### src/design/tbtc_cfg.svh
// Purpose: offsets, field positions, reset values and timing counts of the tape codec
// Assumes: one machine cycle of the tone timing is one clk_sys cycle (8 ns)
// Notes: definitions only
`ifndef TBTC_CFG_SVH
`define TBTC_CFG_SVH

// ============================================================
// register byte offsets
`define TBTC_OFS_TXDATA 8'h00
`define TBTC_OFS_RXCTRL 8'h04
`define TBTC_OFS_STATUS 8'h08
`define TBTC_OFS_RXDATA 8'h0C
`define TBTC_OFS_HALFPER 8'h10
`define TBTC_OFS_TOGGLES 8'h14
`define TBTC_OFS_SAMPINT 8'h18

// ============================================================
// field positions
`define TBTC_RXCTRL_START 0
`define TBTC_ST_TXBUSY 0
`define TBTC_ST_RXBUSY 1
`define TBTC_ST_RXVALID 2

// ============================================================
// reset values
`define TBTC_RST_HALFPER 8'h14
`define TBTC_RST_TOGGLES 8'h08
`define TBTC_RST_SAMPINT 16'h0014

// ============================================================
// timing: toggle spacing = base + step * half period, in machine cycles
`define TBTC_SPACING_BASE 12'h01D
`define TBTC_SPACING_STEP 12'h00E
`define TBTC_TX_BITS 4'h9
`define TBTC_RX_BITS 3'h7
`define TBTC_RESP_OKAY 2'b00
`define TBTC_RESP_SLVERR 2'b10

`endif

### src/design/tbtc_pkg.sv
// Purpose: types shared by the tape codec modules
// Assumes: nothing
// Notes: gray codes along the usual path
package tbtc_pkg;

	// ============================================================
	// state types
	typedef enum logic [1:0] {
		TX_IDLE = 2'b00,
		TX_RUN = 2'b01
	} tbtc_tx_state_type;

	typedef enum logic [2:0] {
		RX_IDLE = 3'b000,
		RX_WAITEND = 3'b001,
		RX_WAITTONE = 3'b011,
		RX_BURST = 3'b010,
		RX_PAUSE = 3'b110
	} tbtc_rx_state_type;

endpackage

### src/design/tbtc_samp_if.sv
// Purpose: link between the codec core and its input sampler
// Assumes: one clock domain
// Notes: tick and level arrive together
`timescale 1ns/100ps
interface tbtc_samp_if;
	logic run;
	logic [15:0] interval;
	logic tick;
	logic level;

	modport core (output run, output interval, input tick, input level);
	modport sampler (input run, input interval, output tick, output level);
endinterface
### src/design/tbtc_codec.sv
// Purpose: tone burst cassette codec with AXI4-Lite registers
// Assumes: analog conditioning squares the playback signal onto serial_in_pin
// Notes: one write byte and one read byte may run at the same time
`timescale 1ns/100ps
`include "tbtc_cfg.svh"

// Operation
// - each transmitted bit is three equal thirds: tone, data-dependent, silence.
// - a received bit is one when its burst outlasted its pause, else zero.
// - a written byte goes out as eight data bits lsb first and one trailing zero bit.
// - the opening tone of the trailing zero is sent to close the last data bit's pause.
// - a tone third toggles the pin an even programmable count at 29 + 14 * half period cycles.
// - a silence third lasts as long as a tone third with the pin held still.
// - a read that starts during tone first waits for it to end, then for the next tone.
// - during a read, an input level change is taken only after two consecutive matching samples.
// - the signed counter goes down each sample of tone after a burst's first and up each sample of silence.
// - the counter's sign at the end of a bit gives the bit, then the counter is cleared.
// - each bit enters the byte from the top so the first bit ends up in bit 0.
// - a read gathers exactly eight bits and stops; the trailing zero is not kept.
// - the tone that ends a pause starts the next bit's measurement at once.
// - a programmable interval paces the input samples.
module tbtc_codec
	import tbtc_pkg::*;
(
	// system
	input wire logic clk_sys,
	input wire logic rst,
	// axi4-lite write
	input wire logic [7:0] s_axi_awaddr,
	input wire logic s_axi_awvalid,
	output logic s_axi_awready,
	input wire logic [31:0] s_axi_wdata,
	input wire logic [3:0] s_axi_wstrb,
	input wire logic s_axi_wvalid,
	output logic s_axi_wready,
	output logic [1:0] s_axi_bresp,
	output logic s_axi_bvalid,
	input wire logic s_axi_bready,
	// axi4-lite read
	input wire logic [7:0] s_axi_araddr,
	input wire logic s_axi_arvalid,
	output logic s_axi_arready,
	output logic [31:0] s_axi_rdata,
	output logic [1:0] s_axi_rresp,
	output logic s_axi_rvalid,
	input wire logic s_axi_rready,
	// tape pins
	input wire logic serial_in_pin,
	output logic serial_out_pin
);

	tbtc_samp_if samp ();

	tbtc_input_sampler u_sampler (
		.clk_sys(clk_sys),
		.rst(rst),
		.serial_in_pin(serial_in_pin),
		.samp(samp.sampler)
	);

	// ============================================================
	// bus slave state
	logic awHeld_reg, awHeld_next, wHeld_reg, wHeld_next;
	logic [7:0] awAddr_reg, awAddr_next;
	logic [31:0] wData_reg, wData_next;
	logic [3:0] wStrb_reg, wStrb_next;
	logic bValid_reg, bValid_next;
	logic [1:0] bResp_reg, bResp_next;
	logic rValid_reg, rValid_next;
	logic [1:0] rResp_reg, rResp_next;
	logic [31:0] rData_reg, rData_next;
	logic [7:0] halfPer_reg, halfPer_next;
	logic [7:0] toggles_reg, toggles_next;
	logic [15:0] sampInt_reg, sampInt_next;
	logic doWrite, doRead, txStart, rxStart, rxDataRead;
	logic [31:0] mergedWord;

	function automatic logic [31:0] merge(input logic [31:0] oldv, input logic [31:0] newv,
		input logic [3:0] strb);
		logic [31:0] res;
		res = oldv;
		for (int i = 0; i < 4; i++)
			if (strb[i])
				res[8*i +: 8] = newv[8*i +: 8];
		return res;
	endfunction

	// ============================================================
	// transmit state
	tbtc_tx_state_type txState_reg, txState_next;
	logic [8:0] txShift_reg, txShift_next;
	logic [3:0] txBitCnt_reg, txBitCnt_next;
	logic [1:0] segIdx_reg, segIdx_next;
	logic [7:0] togLeft_reg, togLeft_next, togCfg_reg, togCfg_next;
	logic [11:0] ivCnt_reg, ivCnt_next, spacing_reg, spacing_next;
	logic pin_reg, pin_next;
	logic txTick, txTone, txToggle;
	logic [11:0] newSpacing;
	logic [7:0] newToggles;

	// ============================================================
	// receive state
	tbtc_rx_state_type rxState_reg, rxState_next;
	logic signed [7:0] rxCount_reg, rxCount_next;
	logic [7:0] rxShift_reg, rxShift_next, rxData_reg, rxData_next;
	logic [2:0] rxBitCnt_reg, rxBitCnt_next;
	logic rxValid_reg, rxValid_next;
	logic [15:0] rxInt_reg, rxInt_next;
	logic rxBitDone, rxBitVal;

	// ============================================================
	// bus slave
	always_comb begin
		awHeld_next = awHeld_reg;
		wHeld_next = wHeld_reg;
		awAddr_next = awAddr_reg;
		wData_next = wData_reg;
		wStrb_next = wStrb_reg;
		bValid_next = bValid_reg;
		bResp_next = bResp_reg;
		rValid_next = rValid_reg;
		rResp_next = rResp_reg;
		rData_next = rData_reg;
		halfPer_next = halfPer_reg;
		toggles_next = toggles_reg;
		sampInt_next = sampInt_reg;
		txStart = 1'b0;
		rxStart = 1'b0;
		rxDataRead = 1'b0;
		mergedWord = 32'h0000_0000;
		if (s_axi_awvalid && s_axi_awready) begin
			awHeld_next = 1'b1;
			awAddr_next = s_axi_awaddr;
		end
		if (s_axi_wvalid && s_axi_wready) begin
			wHeld_next = 1'b1;
			wData_next = s_axi_wdata;
			wStrb_next = s_axi_wstrb;
		end
		doWrite = awHeld_reg && wHeld_reg && !bValid_reg;
		if (doWrite) begin
			awHeld_next = 1'b0;
			wHeld_next = 1'b0;
			bValid_next = 1'b1;
			bResp_next = `TBTC_RESP_OKAY;
			case ({awAddr_reg[7:2], 2'b00})
			`TBTC_OFS_TXDATA: txStart = wStrb_reg[0] && txState_reg == TX_IDLE;
			`TBTC_OFS_RXCTRL: rxStart = wStrb_reg[0] && wData_reg[`TBTC_RXCTRL_START]
				&& rxState_reg == RX_IDLE;
			`TBTC_OFS_HALFPER: begin
				mergedWord = merge({24'h00_0000, halfPer_reg}, wData_reg, wStrb_reg);
				halfPer_next = mergedWord[7:0];
			end
			`TBTC_OFS_TOGGLES: begin
				mergedWord = merge({24'h00_0000, toggles_reg}, wData_reg, wStrb_reg);
				toggles_next = mergedWord[7:0];
			end
			`TBTC_OFS_SAMPINT: begin
				mergedWord = merge({16'h0000, sampInt_reg}, wData_reg, wStrb_reg);
				sampInt_next = mergedWord[15:0];
			end
			`TBTC_OFS_STATUS, `TBTC_OFS_RXDATA: bResp_next = `TBTC_RESP_OKAY;
			default: bResp_next = `TBTC_RESP_SLVERR;
			endcase
		end else if (bValid_reg && s_axi_bready) begin
			bValid_next = 1'b0;
		end
		doRead = s_axi_arvalid && s_axi_arready;
		if (doRead) begin
			rValid_next = 1'b1;
			rResp_next = `TBTC_RESP_OKAY;
			case ({s_axi_araddr[7:2], 2'b00})
			`TBTC_OFS_STATUS: rData_next = {29'h0000_0000, rxValid_reg,
				rxState_reg != RX_IDLE, txState_reg != TX_IDLE};
			`TBTC_OFS_RXDATA: begin
				rData_next = {24'h00_0000, rxData_reg};
				rxDataRead = 1'b1;
			end
			`TBTC_OFS_HALFPER: rData_next = {24'h00_0000, halfPer_reg};
			`TBTC_OFS_TOGGLES: rData_next = {24'h00_0000, toggles_reg};
			`TBTC_OFS_SAMPINT: rData_next = {16'h0000, sampInt_reg};
			`TBTC_OFS_TXDATA, `TBTC_OFS_RXCTRL: rData_next = 32'h0000_0000;
			default: begin
				rData_next = 32'h0000_0000;
				rResp_next = `TBTC_RESP_SLVERR;
			end
			endcase
		end else if (rValid_reg && s_axi_rready) begin
			rValid_next = 1'b0;
		end
	end

	assign s_axi_awready = !awHeld_reg && !bValid_reg;
	assign s_axi_wready = !wHeld_reg && !bValid_reg;
	assign s_axi_bvalid = bValid_reg;
	assign s_axi_bresp = bResp_reg;
	assign s_axi_arready = !rValid_reg;
	assign s_axi_rvalid = rValid_reg;
	assign s_axi_rresp = rResp_reg;
	assign s_axi_rdata = rData_reg;

	// ============================================================
	// transmitter
	always_comb begin
		txState_next = txState_reg;
		txShift_next = txShift_reg;
		txBitCnt_next = txBitCnt_reg;
		segIdx_next = segIdx_reg;
		togLeft_next = togLeft_reg;
		togCfg_next = togCfg_reg;
		ivCnt_next = ivCnt_reg;
		spacing_next = spacing_reg;
		pin_next = pin_reg;
		// odd counts would leave the pin high through a silence, so force even
		newToggles = (toggles_reg[7:1] == 7'h00) ? 8'h02 : {toggles_reg[7:1], 1'b0};
		newSpacing = `TBTC_SPACING_BASE + `TBTC_SPACING_STEP * {4'h0, halfPer_reg};
		txTick = txState_reg == TX_RUN && ivCnt_reg == 12'h000;
		txTone = segIdx_reg == 2'd0 || (segIdx_reg == 2'd1 && txShift_reg[0]);
		txToggle = txTick && txTone;
		case (txState_reg)
		TX_IDLE: begin
			if (txStart) begin
				txState_next = TX_RUN;
				txShift_next = {1'b0, wData_reg[7:0]};
				txBitCnt_next = 4'h0;
				segIdx_next = 2'd0;
				togCfg_next = newToggles;
				togLeft_next = newToggles;
				spacing_next = newSpacing;
				ivCnt_next = newSpacing - 12'h001;
				pin_next = 1'b0;
			end
		end
		TX_RUN: begin
			if (txTick) begin
				ivCnt_next = spacing_reg - 12'h001;
				if (txToggle)
					pin_next = !pin_reg;
				// silence counts the same intervals without touching the pin
				if (togLeft_reg == 8'h01) begin
					togLeft_next = togCfg_reg;
					if (segIdx_reg == 2'd2) begin
						segIdx_next = 2'd0;
						txShift_next = {1'b0, txShift_reg[8:1]};
						txBitCnt_next = txBitCnt_reg + 4'h1;
						// the trailing zero's full tone bounds the last data pause
						if (txBitCnt_reg == `TBTC_TX_BITS - 4'h1)
							txState_next = TX_IDLE;
					end else begin
						segIdx_next = segIdx_reg + 2'd1;
					end
				end else begin
					togLeft_next = togLeft_reg - 8'h01;
				end
			end else begin
				ivCnt_next = ivCnt_reg - 12'h001;
			end
		end
		default: txState_next = TX_IDLE;
		endcase
	end

	assign serial_out_pin = pin_reg;

	// ============================================================
	// receiver
	always_comb begin
		rxState_next = rxState_reg;
		rxCount_next = rxCount_reg;
		rxShift_next = rxShift_reg;
		rxBitCnt_next = rxBitCnt_reg;
		rxData_next = rxData_reg;
		rxInt_next = rxInt_reg;
		rxBitDone = 1'b0;
		// ratio only, so tape speed drift cancels out
		rxBitVal = rxCount_reg[7];
		rxValid_next = rxValid_reg && !rxDataRead;
		case (rxState_reg)
		RX_IDLE: begin
			if (rxStart) begin
				rxState_next = RX_WAITEND;
				rxInt_next = sampInt_reg;
				rxCount_next = 8'sh00;
				rxBitCnt_next = 3'h0;
			end
		end
		RX_WAITEND: begin
			if (samp.tick && !samp.level)
				rxState_next = RX_WAITTONE;
		end
		RX_WAITTONE: begin
			if (samp.tick && samp.level) begin
				rxState_next = RX_BURST;
				rxCount_next = 8'sh00;
			end
		end
		RX_BURST: begin
			if (samp.tick) begin
				// wraps if the interval is too fine for the tone length
				if (samp.level) begin
					rxCount_next = rxCount_reg - 8'sh01;
				end else begin
					rxState_next = RX_PAUSE;
					rxCount_next = rxCount_reg + 8'sh01;
				end
			end
		end
		RX_PAUSE: begin
			if (samp.tick) begin
				if (!samp.level) begin
					rxCount_next = rxCount_reg + 8'sh01;
				end else begin
					rxBitDone = 1'b1;
					rxCount_next = 8'sh00;
					rxShift_next = {rxBitVal, rxShift_reg[7:1]};
					rxBitCnt_next = rxBitCnt_reg + 3'h1;
					if (rxBitCnt_reg == `TBTC_RX_BITS) begin
						rxState_next = RX_IDLE;
						rxData_next = {rxBitVal, rxShift_reg[7:1]};
					end else begin
						rxState_next = RX_BURST;
					end
				end
			end
		end
		default: rxState_next = RX_IDLE;
		endcase
		if (rxBitDone && rxBitCnt_reg == `TBTC_RX_BITS)
			rxValid_next = 1'b1;
	end

	assign samp.run = rxState_reg != RX_IDLE;
	assign samp.interval = rxInt_reg;

	// ============================================================
	// registers
	always_ff @(posedge clk_sys) begin
		if (rst) begin
			awHeld_reg <= 1'b0;
			wHeld_reg <= 1'b0;
			awAddr_reg <= 8'h00;
			wData_reg <= 32'h0000_0000;
			wStrb_reg <= 4'h0;
			bValid_reg <= 1'b0;
			bResp_reg <= `TBTC_RESP_OKAY;
			rValid_reg <= 1'b0;
			rResp_reg <= `TBTC_RESP_OKAY;
			rData_reg <= 32'h0000_0000;
			halfPer_reg <= `TBTC_RST_HALFPER;
			toggles_reg <= `TBTC_RST_TOGGLES;
			sampInt_reg <= `TBTC_RST_SAMPINT;
			txState_reg <= TX_IDLE;
			txShift_reg <= 9'h000;
			txBitCnt_reg <= 4'h0;
			segIdx_reg <= 2'd0;
			togLeft_reg <= 8'h00;
			togCfg_reg <= 8'h00;
			ivCnt_reg <= 12'h000;
			spacing_reg <= 12'h000;
			pin_reg <= 1'b0;
			rxState_reg <= RX_IDLE;
			rxCount_reg <= 8'sh00;
			rxShift_reg <= 8'h00;
			rxData_reg <= 8'h00;
			rxBitCnt_reg <= 3'h0;
			rxValid_reg <= 1'b0;
			rxInt_reg <= `TBTC_RST_SAMPINT;
		end else begin
			awHeld_reg <= awHeld_next;
			wHeld_reg <= wHeld_next;
			awAddr_reg <= awAddr_next;
			wData_reg <= wData_next;
			wStrb_reg <= wStrb_next;
			bValid_reg <= bValid_next;
			bResp_reg <= bResp_next;
			rValid_reg <= rValid_next;
			rResp_reg <= rResp_next;
			rData_reg <= rData_next;
			halfPer_reg <= halfPer_next;
			toggles_reg <= toggles_next;
			sampInt_reg <= sampInt_next;
			txState_reg <= txState_next;
			txShift_reg <= txShift_next;
			txBitCnt_reg <= txBitCnt_next;
			segIdx_reg <= segIdx_next;
			togLeft_reg <= togLeft_next;
			togCfg_reg <= togCfg_next;
			ivCnt_reg <= ivCnt_next;
			spacing_reg <= spacing_next;
			pin_reg <= pin_next;
			rxState_reg <= rxState_next;
			rxCount_reg <= rxCount_next;
			rxShift_reg <= rxShift_next;
			rxData_reg <= rxData_next;
			rxBitCnt_reg <= rxBitCnt_next;
			rxValid_reg <= rxValid_next;
			rxInt_reg <= rxInt_next;
		end
	end
endmodule

### src/design/tbtc_input_sampler.sv
// Purpose: paced, filtered sampling of the tape input pin
// Assumes: serial_in_pin is asynchronous to clk_sys
// Notes: level follows the pin while idle so a read starts from the present state
`timescale 1ns/100ps
module tbtc_input_sampler
	import tbtc_pkg::*;
(
	// system
	input wire logic clk_sys,
	input wire logic rst,
	// pin
	input wire logic serial_in_pin,
	// core side
	tbtc_samp_if.sampler samp
);

	logic syncA_reg, syncB_reg;
	logic [15:0] divCnt_reg, divCnt_next;
	logic lastSample_reg, lastSample_next;
	logic level_reg, level_next;
	logic tick_reg, tick_next;
	logic sampleNow;
	logic [15:0] lastCount;

	// ============================================================
	// pacing and two-sample filter
	always_comb begin
		lastCount = (samp.interval == 16'h0000) ? 16'h0000 : samp.interval - 16'h0001;
		sampleNow = samp.run && (divCnt_reg == lastCount);
		divCnt_next = sampleNow ? 16'h0000 : divCnt_reg + 16'h0001;
		lastSample_next = lastSample_reg;
		level_next = level_reg;
		tick_next = sampleNow;
		if (!samp.run) begin
			divCnt_next = 16'h0000;
			lastSample_next = syncB_reg;
			level_next = syncB_reg;
		end else if (sampleNow) begin
			lastSample_next = syncB_reg;
			if (syncB_reg == lastSample_reg)
				level_next = syncB_reg;
		end
	end

	always_ff @(posedge clk_sys) begin
		syncA_reg <= serial_in_pin;
		syncB_reg <= syncA_reg;
		if (rst) begin
			divCnt_reg <= 16'h0000;
			lastSample_reg <= 1'b0;
			level_reg <= 1'b0;
			tick_reg <= 1'b0;
		end else begin
			divCnt_reg <= divCnt_next;
			lastSample_reg <= lastSample_next;
			level_reg <= level_next;
			tick_reg <= tick_next;
		end
	end

	assign samp.tick = tick_reg;
	assign samp.level = level_reg;
endmodule

### config.mk
export PLATFORM = sky130hd
export DESIGN_NAME = tbtc_codec
export DESIGN_NICKNAME = d
export VERILOG_FILES = /design/src/design/tbtc_pkg.sv /design/src/design/tbtc_samp_if.sv /design/src/design/tbtc_codec.sv /design/src/design/tbtc_input_sampler.sv
export VERILOG_INCLUDE_DIRS = /design/src /design/src/design
export SDC_FILE = /design/constraint.sdc
export NUM_CORES = 1
export LEC_CHECK = 0
export ABC_CLOCK_PERIOD_IN_PS = 4000
export BUFFER_PORTS_ARGS = -buffer_cell sky130_fd_sc_hd__buf_2
export CORE_MARGIN = 3
export CORE_UTILIZATION = 55
export DETAILED_ROUTE_END_ITERATION = 8
export GPL_TIMING_DRIVEN = 0
export PLACE_DENSITY = 0.86
export SLEW_MARGIN = 10
export SYNTH_ARGS = -nofsm -noshare
export SYNTH_HDL_FRONTEND = slang
export SYNTH_SLANG_ARGS = --single-unit
### constraint.sdc
create_clock -name clk_sys -period 4 [get_ports clk_sys]
set_clock_uncertainty 0.1 [all_clocks]
set_input_delay 0.2 -clock clk_sys [delete_from_list [all_inputs] [get_ports clk_sys]]
set_output_delay 0.2 -clock clk_sys [all_outputs]
set_load 0.02 [all_outputs]
**After elaboration in Yosys (flattened, before gate mapping)**

Cells that the tools add are included.

- Mux-type cells: 76
- Equal/unequal tests: 39
- Reduce and logical (&&, ||, !) cells: 65
- Multiply operators: 1
- Bitwise gates (word level): 1
- Add/sub/neg operators: 12

Operators by type and width:

| kind | count |
|---|---|
| 8-bit two-way mux | 10 |
| 16-bit case mux with 5 select lines | 1 |
| 6-bit by 3-bit == test with 1-bit output, second input constant | 6 |
| 9-bit two-way mux | 4 |
| 12-bit by 1-bit subtractor with 12-bit output, second input constant | 3 |
| 8-bit case mux with 4 select lines | 1 |
| 3-bit two-way mux | 10 |
| 6-bit by 2-bit == test with 1-bit output, second input constant | 4 |
| 12-bit two-way mux | 2 |
| 2-bit two-way mux | 12 |
| 12-bit case mux with 2 select lines | 1 |
| 1-bit two-way mux | 22 |
| 1-bit logical AND | 20 |
| 2-bit inequality test, second input constant | 9 |
| 9-bit case mux with 2 select lines | 1 |
| 3-bit AND reduction | 6 |
| 16-bit by 1-bit adder with 16-bit output, second input constant | 1 |
| 16-bit == test | 1 |
| 16-bit logical NOT | 1 |
| 16-bit two-way mux | 1 |
| 4-bit two-way mux | 4 |
| 8-bit case mux with 2 select lines | 1 |
| 4-bit AND reduction | 4 |
| 16-bit by 1-bit subtractor with 16-bit output, second input constant | 1 |
| 40 further kinds | 68 |

- Register bits: 224
- Logic and storage cells: 230

**Depth between registers and ports, before layout**

Gate-level depths: netlist of the first run.

- Depth after elaboration: 7
- Gate-level depth with buffers: 12
- Gate-level depth less buffers: 11

**By module**

Synthesis of the first run repeated with hierarchy kept, for this count alone.

- Cells, all modules: 1264
- Area, all modules: 10398.7 µm²

Modules (own cells, without submodules):

| module | cells each | instances | area an instance (µm²) |
|---|---|---|---|
| tbtc_codec | 1048 | 1 | 8618.3 |
| tbtc_input_sampler | 216 | 1 | 1780.5 |

**Least setup slack after synthesis of the first run**

No wires, ideal clock.

- Path type: register -> register
- From: register halfPer_reg[2]
- To: register ivCnt_reg[11]
- Path buffers: 0
- Clock period less this slack: 3.653 ns
- Required time: 3.837 ns
- Cell stages (with the launch flop): 12
- Slack: 0.347 ns
- Arrival time: 3.490 ns
- Setup time: 0.063 ns
- Cells stage by stage: dfxtp_1 -> fa_1 -> ha_1 -> fa_1 -> a21o_1 -> a21oi_1 -> xnor2_1 -> nand3_1 -> or3_1 -> or4_1 -> a211oi_1 -> nand3b_1

- Cells in the longest elaborated chain, start to end: 5

Ends and longest elaborated chain:

| element | RTL line | source |
|---|---|---|
| start: declaration | tbtc_codec.sv:72 | `logic [7:0] halfPer_reg, halfPer_next;` |
| start signal: assignment | tbtc_codec.sv:349 | `` halfPer_reg <= `TBTC_RST_HALFPER; `` |
| start signal: assignment | tbtc_codec.sv:379 | `halfPer_reg <= halfPer_next;` |
| 3-bit by 8-bit multiplier with 11-bit output (no source line) | - |  |
| 5-bit by 12-bit adder with 12-bit output (no source line) | - |  |
| 12-bit by 1-bit subtractor with 12-bit output | tbtc_codec.sv:230 | `ivCnt_next = newSpacing - 12'h001;` |
| 12-bit two-way mux | tbtc_codec.sv:222 | `if (txStart) begin` |
| 12-bit case mux with 2 select lines | tbtc_codec.sv:220 | `case (txState_reg)` |
| end signal: assignment | tbtc_codec.sv:388 | `ivCnt_reg <= ivCnt_next;` |
| end: declaration | tbtc_codec.sv:95 | `logic [11:0] ivCnt_reg, ivCnt_next, spacing_reg, spacing_next;` |

Every way passes these cells. The select of a mux whose other input is x is not followed.
A chain may end at the register's enable or synchronous reset.

**Worst setup path after layout of the first run**

- From: register halfPer_reg[0]
- To: register ivCnt_reg[11]

Same word-level chain as after synthesis.

==> summary by stage, run 1 <==
GRT
The pin count of the biggest net entering global routing is 21. The global-route wire length before repair is 46000 um. The overflow left after global routing is 0. The initial antenna violation count is 0. Across every metal layer, demand over resource in global routing totals 28.1%. The via count of the first global-routing pass was 9148.

STA
The setup-violating endpoint count in the final report is 0. The share of the cycle needed by the critical path after routing is 96.8%. The worst path meets setup with 0.128 ns of slack. Setup repair after global routing left no endpoint under its margin. Based on the critical path, the design can be clocked at up to 258 MHz. The worst path in the final design needs a cycle of 3.87 ns, including I/O delays and setup.

The slew of the pin with the lowest slew margin is 1.16 ns. Measured against its own limit, the worst slew margin works out to 22.2%. The setup total negative slack is 0 ns. The max-slew violation total from the final report came to 0. The final number of hold-violating endpoints is 0.

Power
The worst vdd rail ir drop is 0.305 mV. For this design the ratio of total power to cell area is 344 nW/um2. The leakage power summed over all cells is 4.36 nW.

Placement
Detailed placement ended at an HPWL of 20300 um. The number of cells after detailed placement is 1582. The congestion estimate from routability-driven global placement came to 0.968. The placement-stage worst setup slack is -0.151 ns. The port buffer count is 60.

Yosys
Among all cell types in the netlist, the one instantiated most often is sky130_fd_sc_hd__nand2_1. The count of flip-flops with a built-in enable after synthesis is 0. The synthesized cell area is 10200 um2. The sequential area share after synthesis is 39.1%. Sorting the synthesized cells by area gives the leading types as sky130_fd_sc_hd__dfxtp_1 39%, sky130_fd_sc_hd__nand2_1 7.7%, sky130_fd_sc_hd__a21oi_1 7.2%, sky130_fd_sc_hd__nor2_1 4.5%, sky130_fd_sc_hd__mux2i_1 4.3%. The per-instance average area after synthesis is 8.02 um2. The number of different library cells in the post-synthesis netlist is 75. By count the netlist is led by 211 x sky130_fd_sc_hd__nand2_1, 200 x sky130_fd_sc_hd__dfxtp_1, 147 x sky130_fd_sc_hd__a21oi_1. The share of the synthesized area in the top cell type is 39.1%.

The most used flip-flop cell after synthesis is sky130_fd_sc_hd__dfxtp_1. During synthesis, Yosys emitted a total of 0 warnings. Counting flops and latches in the post-synthesis netlist gives 200. For this run, asynchronously set or reset flops after synthesis account for 0%. The number of instances in the synthesized netlist is 1276. The library cell with the largest summed area after synthesis is sky130_fd_sc_hd__dfxtp_1.

CTS
The number of setup buffers added after CTS is 0. The root buffer selected by CTS is sky130_fd_sc_hd__clkbuf_16. The clock-pin slew on the worst setup and hold paths is 0.08 ns. The later pin in the worst-skew pair is clocked with a latency of 0.45 ns. The maximum clock path buffer count is 2. The H-tree was split into 4 levels. TritonCTS created 17 clock buffers. The CTS tree is built. The number of sinks driven by the clock tree is 200.

Setup path
STA classifies the critical path endpoint as a register. The required time of the worst setup path is 4.28 ns. By startpoint and endpoint, the worst setup path is classified as register to register. The sort of element at the start of the critical path is a register. The arrival time at the worst endpoint is 4.15 ns. The highest net fanout along the worst path is 6.

Final layout
After the flow finishes, the layout carries non-filler instances totaling 1642. In the final layout, the share of cells above drive strength 1 is 10.0%. The number of antenna repair diodes is 0. The number of nets in the layout is 1489.

The area added between synthesis and finish is 15.1%.

Die
The core region is 18100 um2. The floorplan die area is 20300 um2. The floorplan die height is 142 um. From left edge to right edge, the die measures 142 um. In this run the core area contains 49 standard-cell rows.

Once the floorplan was initialized, standard cells occupied 56.4% of the core. In this run the count of I/O pins placed on the die edge is 102.

Outcome
The flow ran to the end, and the final reports show no timing, DRC or antenna violations.

Drt
The first detailed-routing pass ran for 6 iterations. The post-route DRC violation count is 0. The total vias in the final route is 9969. The via density per instance is 6.07. The number of nets still failing antenna checks after routing is 0.

The average routed wire per standard cell is 17.5 um. Summed over all layers, the routed wires come to 28700 um. In this run, the number of DRC markers left after iteration 0 of detailed routing was 1147.

Job
The max-capacitance violation count is 0.

Min path
The path class of the tightest hold or removal check is primary input to register.
[kinds of logic (layout without fill, tap and decap cells)]
| family | count (synthesis) | count (layout) | share of synthesized area (%) |
|---|---|---|---|
| buffers and inverters | 122 | 242 | 5.37 |
| other | 1 | 18 | 0.0367 |
| DFF | 200 | 200 | 39.1 |
| and+or+nand+nor | 533 | 533 | 24.4 |
| adders and majority gates | 29 | 29 | 4.13 |
| AOI/OAI and AO/OA | 290 | 290 | 17.6 |
| xor gates and xnor gates | 56 | 56 | 4.94 |
| muxes | 45 | 45 | 4.41 |
[per-layer routing]
metal  GRT usage [%]  wire [um]  up-vias
li1                -          -     4709
met5               0          0        -
met2            43.7      13000      570
met1            37.0      11700     4587
met4            13.7       1170        0
met3            6.22       2940      103
[per-stage QoR]
| step | total power, mW | area, um2 | util, % | hold WS, ns |
|---|---|---|---|---|
| 6_report | 4.05 | 11800 | 64.9 | 0.190 |
| 5_1_grt | 4.15 | 11800 | 64.9 | 0.200 |
| 4_1_cts | 4.04 | 11800 | 64.8 | 0.166 |
| 3_5_place_dp | 2.34 | 10900 | 60.0 | 0.217 |
| 3_3_place_gp | 2.33 | 10900 | 60.0 | 0.203 |
| 2_1_floorplan | 2.25 | 10300 | - | 0.128 |
[power breakdown]
part	internal (mW)	total (mW)	switching (mW)
Sequential	2.02	2.05	0.0282
Clock	0.856	1.72	0.869
Combinational	0.102	0.276	0.174
[layout by cell type, fill, tap and decap left out, drive strengths merged, types with 8 or more instances in the layout]
master / instances
a211oi: 35
a21oi: 148
a22oi: 12
and3: 11
buf: 86
clkbuf: 86
conb: 18
dfxtp: 200
dlygate4sd3: 28
fa: 8
ha: 21
inv: 39
mux2i: 44
nand2: 211
nand2b: 10
nand3: 47
nand4: 9
nor2: 125
nor3: 42
nor3b: 8
nor4: 14
o211ai: 8
o21ai: 29
or3: 9
xnor2: 29
xor2: 26
[final timing paths]
path / to / cells after the start / slack (ns) / from
worst max register to register: ivCnt_reg[11] / 11 / 0.13 / halfPer_reg[0]
worst min register to register: u_sampler.syncB_reg / 0 / 0.26 / u_sampler.syncA_reg
worst min-delay path: s_axi_rdata[4] / 4 / 0.19 / s_axi_arvalid
worst max-delay path: ivCnt_reg[11] / 11 / 0.13 / halfPer_reg[0]
[critical path, stage by stage, from the launching register on]
cell and delay, ns:
sky130_fd_sc_hd__dfxtp_2 0.46, sky130_fd_sc_hd__fa_1 0.43, sky130_fd_sc_hd__ha_1 0.24, sky130_fd_sc_hd__fa_1 0.41, sky130_fd_sc_hd__a21o_1 0.21, sky130_fd_sc_hd__a21oi_2 0.23
sky130_fd_sc_hd__xnor2_1 0.21, sky130_fd_sc_hd__nand3_1 0.19, sky130_fd_sc_hd__or3_4 0.39, sky130_fd_sc_hd__or4_4 0.52, sky130_fd_sc_hd__a211oi_2 0.28, sky130_fd_sc_hd__nand3b_1 0.13
[layout make-up]
cell class                      count  area, um2
Clock inverter                     14        144
Inverter                           28        105
Timing Repair Buffer               88        581
Clock buffer                       18        439
Sequential cell                   200       4010
Buffer                             94        444
Tap cell                          229        287
Multi-Input combinational cell    971       5760
Fill cell                        1460       6370
[what timing repair did]
item | CTS | global route
pin swaps | 0 | 0
cloned | 0 | 0
setup endpoints to repair | 2 | 2
hold endpoints to repair | 27 | 0
hold buffers | 28 | 0
resized for setup | 4 | 6
Note: power is estimated with default switching activity, not from simulation.
==> run 2, diff against run 1 <==
--- a/config.mk
+++ b/config.mk
@@ -6,6 +6,7 @@
 export SDC_FILE = /design/constraint.sdc
 export NUM_CORES = 1
 export LEC_CHECK = 0
+export ABC_AREA = 1
 export ABC_CLOCK_PERIOD_IN_PS = 4000
 export BUFFER_PORTS_ARGS = -buffer_cell sky130_fd_sc_hd__buf_2
 export CORE_MARGIN = 3
==> run 2 against run 1 <==
  * Fmax up 17%
  * Hold slack worse by 0.083 ns
  * Sequential power up 6%
  * Register-to-register slack better by 0.55 ns
  * Critical endpoint unchanged
  * Largest power group unchanged
==> summary by stage, run 2 <==
STA
The worst-case setup margin in the final layout is 0.681 ns (was 0.128 ns). The share of the cycle needed by the critical path after routing is 83.0% (was 96.8%). The slew of the pin with the lowest slew margin was 0.875 ns (was 1.16 ns).

The max-slew violation total from the final report was 0 (unchanged). Setup repair after global routing missed its margin: no (unchanged). The final number of hold-violating endpoints came to 0 (unchanged). The setup total negative slack is 0 ns (unchanged). The maximum clock frequency is 301 MHz (was 258 MHz). The setup-violating endpoint count in the final report was 0 (unchanged). The headroom to the max-slew limit came to 41.7% (was 22.2%). The shortest clock period the worst path allows after layout is 3.32 ns (was 3.87 ns).

Final layout
The fraction of final layout cells with drive strength greater than 1 is 9.94% (was 10.0%). The number of nets in the layout is 1665 (was 1489). The area added between synthesis and finish is 15.2% (was 15.1%). The number of filler instances in the final layout was 1506 (was 1460). The most common library cell in the layout ignoring fill and taps is sky130_fd_sc_hd__nand2_1 (unchanged). Commonest non-fill, non-tap cells in the layout: 254 x sky130_fd_sc_hd__nand2_1, 200 x sky130_fd_sc_hd__dfxtp_1, 182 x sky130_fd_sc_hd__inv_1 (was 211 x sky130_fd_sc_hd__nand2_1, 196 x sky130_fd_sc_hd__dfxtp_1, 146 x sky130_fd_sc_hd__a21oi_1). The post-route standard cell area excluding fillers came to 11800 um2 (about the same). The area of the multi-input gates was 5260 um2 (was 5760 um2).

The register cell area after layout was 4000 um2 (was 4010 um2). The number of antenna repair diodes is 0 (unchanged).

Power
The total power of the final layout is 4.92 mW (was 4.05 mW). The power density normalized to cell area is 416 nW/um2 (was 344 nW/um2). The leakage power summed over all cells is 5.04 nW (was 4.36 nW). The worst vdd rail ir drop is 0.322 mV (was 0.305 mV).

Yosys
The fraction of registers with async set or reset after synthesis came to 0% (unchanged). The most common cell in the netlist is sky130_fd_sc_hd__nand2_1 (unchanged). The number of warnings printed during yosys synthesis was 0 (unchanged). The count of state elements after synthesis is 200 (unchanged). Most numerous cell types in the synthesized netlist: 254 x sky130_fd_sc_hd__nand2_1, 200 x sky130_fd_sc_hd__dfxtp_1, 182 x sky130_fd_sc_hd__inv_1 (was 211 x sky130_fd_sc_hd__nand2_1, 200 x sky130_fd_sc_hd__dfxtp_1, 147 x sky130_fd_sc_hd__a21oi_1). The most used flip-flop cell after synthesis is sky130_fd_sc_hd__dfxtp_1 (unchanged). The number of different library cells in the post-synthesis netlist came to 59 (was 75). The count of flip-flops with a built-in enable after synthesis is 0 (unchanged). The sequential area share after synthesis is 39.0% (was 39.1%). The synthesized cell area is 10300 um2 (was 10200 um2). The share of the synthesized area in the top cell type is 39.0% (was 39.1%).

Largest cells by area after synthesis: sky130_fd_sc_hd__dfxtp_1 39%, sky130_fd_sc_hd__nand2_1 9.3%, sky130_fd_sc_hd__o21ai_0 8.1%, sky130_fd_sc_hd__a21oi_1 7.1%, sky130_fd_sc_hd__inv_1 6.7% (was sky130_fd_sc_hd__dfxtp_1 39%, sky130_fd_sc_hd__nand2_1 7.7%, sky130_fd_sc_hd__a21oi_1 7.2%, sky130_fd_sc_hd__nor2_1 4.5%, sky130_fd_sc_hd__mux2i_1 4.3%). The per-instance average area after synthesis came to 7.06 um2 (was 8.02 um2). The library cell with the largest summed area after synthesis is sky130_fd_sc_hd__dfxtp_1 (unchanged). The number of instances in the synthesized netlist is 1453 (was 1276).

Min path
The hold-critical path endpoint is s_axi_rresp[1] (was s_axi_rdata[4]). The startpoint of the worst hold path was s_axi_araddr[4] (was s_axi_arvalid). The type of the tightest min-delay check is primary input to register (unchanged).

The hold path depth is 5 (was 4).

Setup path
The highest net fanout along the worst path was 6 (unchanged). The critical register-to-register path startpoint was halfPer_reg[2] (was halfPer_reg[0]). The number of cells on the worst reg-to-reg path is 15 (was 11). The critical path's slowest cell is sky130_fd_sc_hd__dfxtp_1 (was sky130_fd_sc_hd__or4_4). The largest stage delay on the critical path came to 0.56 ns (was 0.52 ns). The arrival time at the worst endpoint is 3.53 ns (was 4.15 ns). The setup slack of the worst register-to-register path is 0.68 ns (was 0.13 ns).

The destination of the worst register-to-register timing path is ivCnt_reg[11] (unchanged). The endpoint type of the worst setup path is a register (unchanged). The sort of element at the start of the critical path was a register (unchanged). The kind of critical path is register to register (unchanged). Cells along the critical path: fa_1, ha_1, fa_1, nor3_1, nor2_1, nand2_1, nor2_1, nand3_1, inv_1, nand2_1, nand2_1, nand3_1, nand2_1, nor2_1, nor2_1 (was fa_1, ha_1, fa_1, a21o_1, a21oi_2, xnor2_1, nand3_1, or3_4, or4_4, a211oi_2, nand3b_1).

The required time of the worst setup path was 4.21 ns (was 4.28 ns).

GRT
The overflow left after global routing came to 0 (unchanged). The total global routing track utilization is 29.4% (was 28.1%). The global-route wire length before repair was 48200 um (was 46000 um). The via count of the first global-routing pass is 9895 (was 9148). The pin count of the biggest net entering global routing was 23 (was 21). The initial antenna violation count is 0 (unchanged).

CTS
The clock latency reported for the late side of the worst-skew pair was 0.45 ns (about the same). The clock-pin slew on the worst setup and hold paths was 0.08 ns (about the same). The CTS tree is built (unchanged).

The H-tree depth was 4 (unchanged). The root buffer selected by CTS is sky130_fd_sc_hd__clkbuf_16 (unchanged). The number of gates given a new drive strength after cts is 0 (was 4).

The maximum clock path buffer count was 2 (unchanged). The total clock buffers created by CTS is 17 (unchanged). The number of sinks driven by the clock tree is 200 (unchanged).

Die
The floorplan die height is 143 um (was 142 um). The boundary pin count is 102 (unchanged). The core area is 18100 um2 (unchanged). The starting density of the core is 56.5% (was 56.4%). The floorplan die area is 20300 um2 (about the same).

The die extent in x was 143 um (was 142 um). The number of core rows was 49 (unchanged).

Job
The max-capacitance violation count came to 0 (unchanged).

Outcome
Status: finished clean (unchanged).

Drt
The post-route DRC violation count was 0 (unchanged). The via density per instance came to 5.77 (was 6.07). The violation count after the first detailed-route iteration is 1112 (was 1147).

The total vias in the final route is 10500 (was 9969). The number of iterations in the first detailed-routing pass was 5 (was 6). The aggregate routed wire length is 29700 um (was 28700 um). The number of nets still failing antenna checks after routing is 0 (unchanged). The average routed wire per standard cell is 16.4 um (was 17.5 um).

Placement
The post-place instance area came to 10900 um2 (about the same). The placement-stage worst setup slack was 0.730 ns (was -0.151 ns). The final weighted congestion in routability-driven placement is 0.952 (was 0.968). The port buffer count is 60 (unchanged). The total half-perimeter wirelength after legalization and detailed placement was 20800 um (was 20300 um).
[run 2: cell count changes after synthesis, sizes merged, moves of 11 or more]
cell    delta
clkbuf    -32
nand3     +24
nand2     +47
nand4     +18
inv      +157
a211oi    -33
xnor2     -22
nor3      -17
mux2i     -44
nor2      +38
a31oi     +11
o21ai    +141
nor4      -11
[run 2: cell families (layout without fill, tap and decap cells)]
group / Yosys count / count (layout) / share of synthesized area [%]
AND/OR/NAND/NOR: 564 / 564 / 24.0
AO/OA/AOI/OAI: 373 / 373 / 19.6
buffers and inverters: 253 / 372 / 10.3
flip-flops: 200 / 200 / 39.0
XOR/XNOR: 33 / 33 / 2.82
adder cells (fa/ha/maj): 29 / 29 / 4.12
other: 1 / 18 / 0.0366
[run 2: cell type report]
type / count / area share (%)
Buffer: 67 / 3.07
Clock buffer: 17 / 3.60
Multi-Input combinational cell: 1017 / 44.5
Tap cell: 229 / 2.42
Sequential cell: 200 / 33.9
Clock inverter: 15 / 1.84
Inverter: 186 / 5.90
Timing Repair Buffer: 87 / 4.83
[run 2: repair_timing]
action	4_1_cts	5_1_grt
setup buffers	0	0
hold buffers	27	0
endpoints found under the hold margin	27	0
[run 2: how the worst max path moves through the flow]
stage                              start             to  cells after the start
after global routing      halfPer_reg[2]  ivCnt_reg[11]                     15
after global placement    halfPer_reg[2]  ivCnt_reg[11]                     15
after detailed placement  halfPer_reg[2]  ivCnt_reg[11]                     15
final                     halfPer_reg[2]  ivCnt_reg[11]                     15
after CTS                 halfPer_reg[2]  ivCnt_reg[11]                     15
after floorplan           halfPer_reg[2]  ivCnt_reg[11]                     15
[run 2: layer usage]
layer,GRT usage (%),up-vias,part of all wire (%)
li1,-,5010,-
met1,36.8,4755,39
met2,47.2,594,45
met3,6.72,137,9.8
met4,16.0,0,5.5
met5,0,-,0
[run 2: report_power, final]
part / total (mW) / internal (mW) / switching [mW]
Sequential: 2.17 / 2.08 / 0.0903
Clock: 1.84 / 0.926 / 0.916
Combinational: 0.905 / 0.296 / 0.609
Total: 4.92 / 3.30 / 1.62
[run 2: critical path: cells and delay by family (launching register included)]
family	cells	cell delay (ns)
simple gates	11	1.29
buf+inv	1	0.07
flops	1	0.56
fa+ha+maj	3	1.16
[run 2: through the flow]
step | util, % | instances | hold slack [ns]
CTS | 65.2 | 1818 | 0.0923
global route | 65.2 | 1818 | 0.143
floorplan | - | 1470 | 0.128
finish | 65.2 | 1818 | 0.107
global placement | 60.1 | 1759 | 0.215
detailed placement | 60.1 | 1759 | 0.210
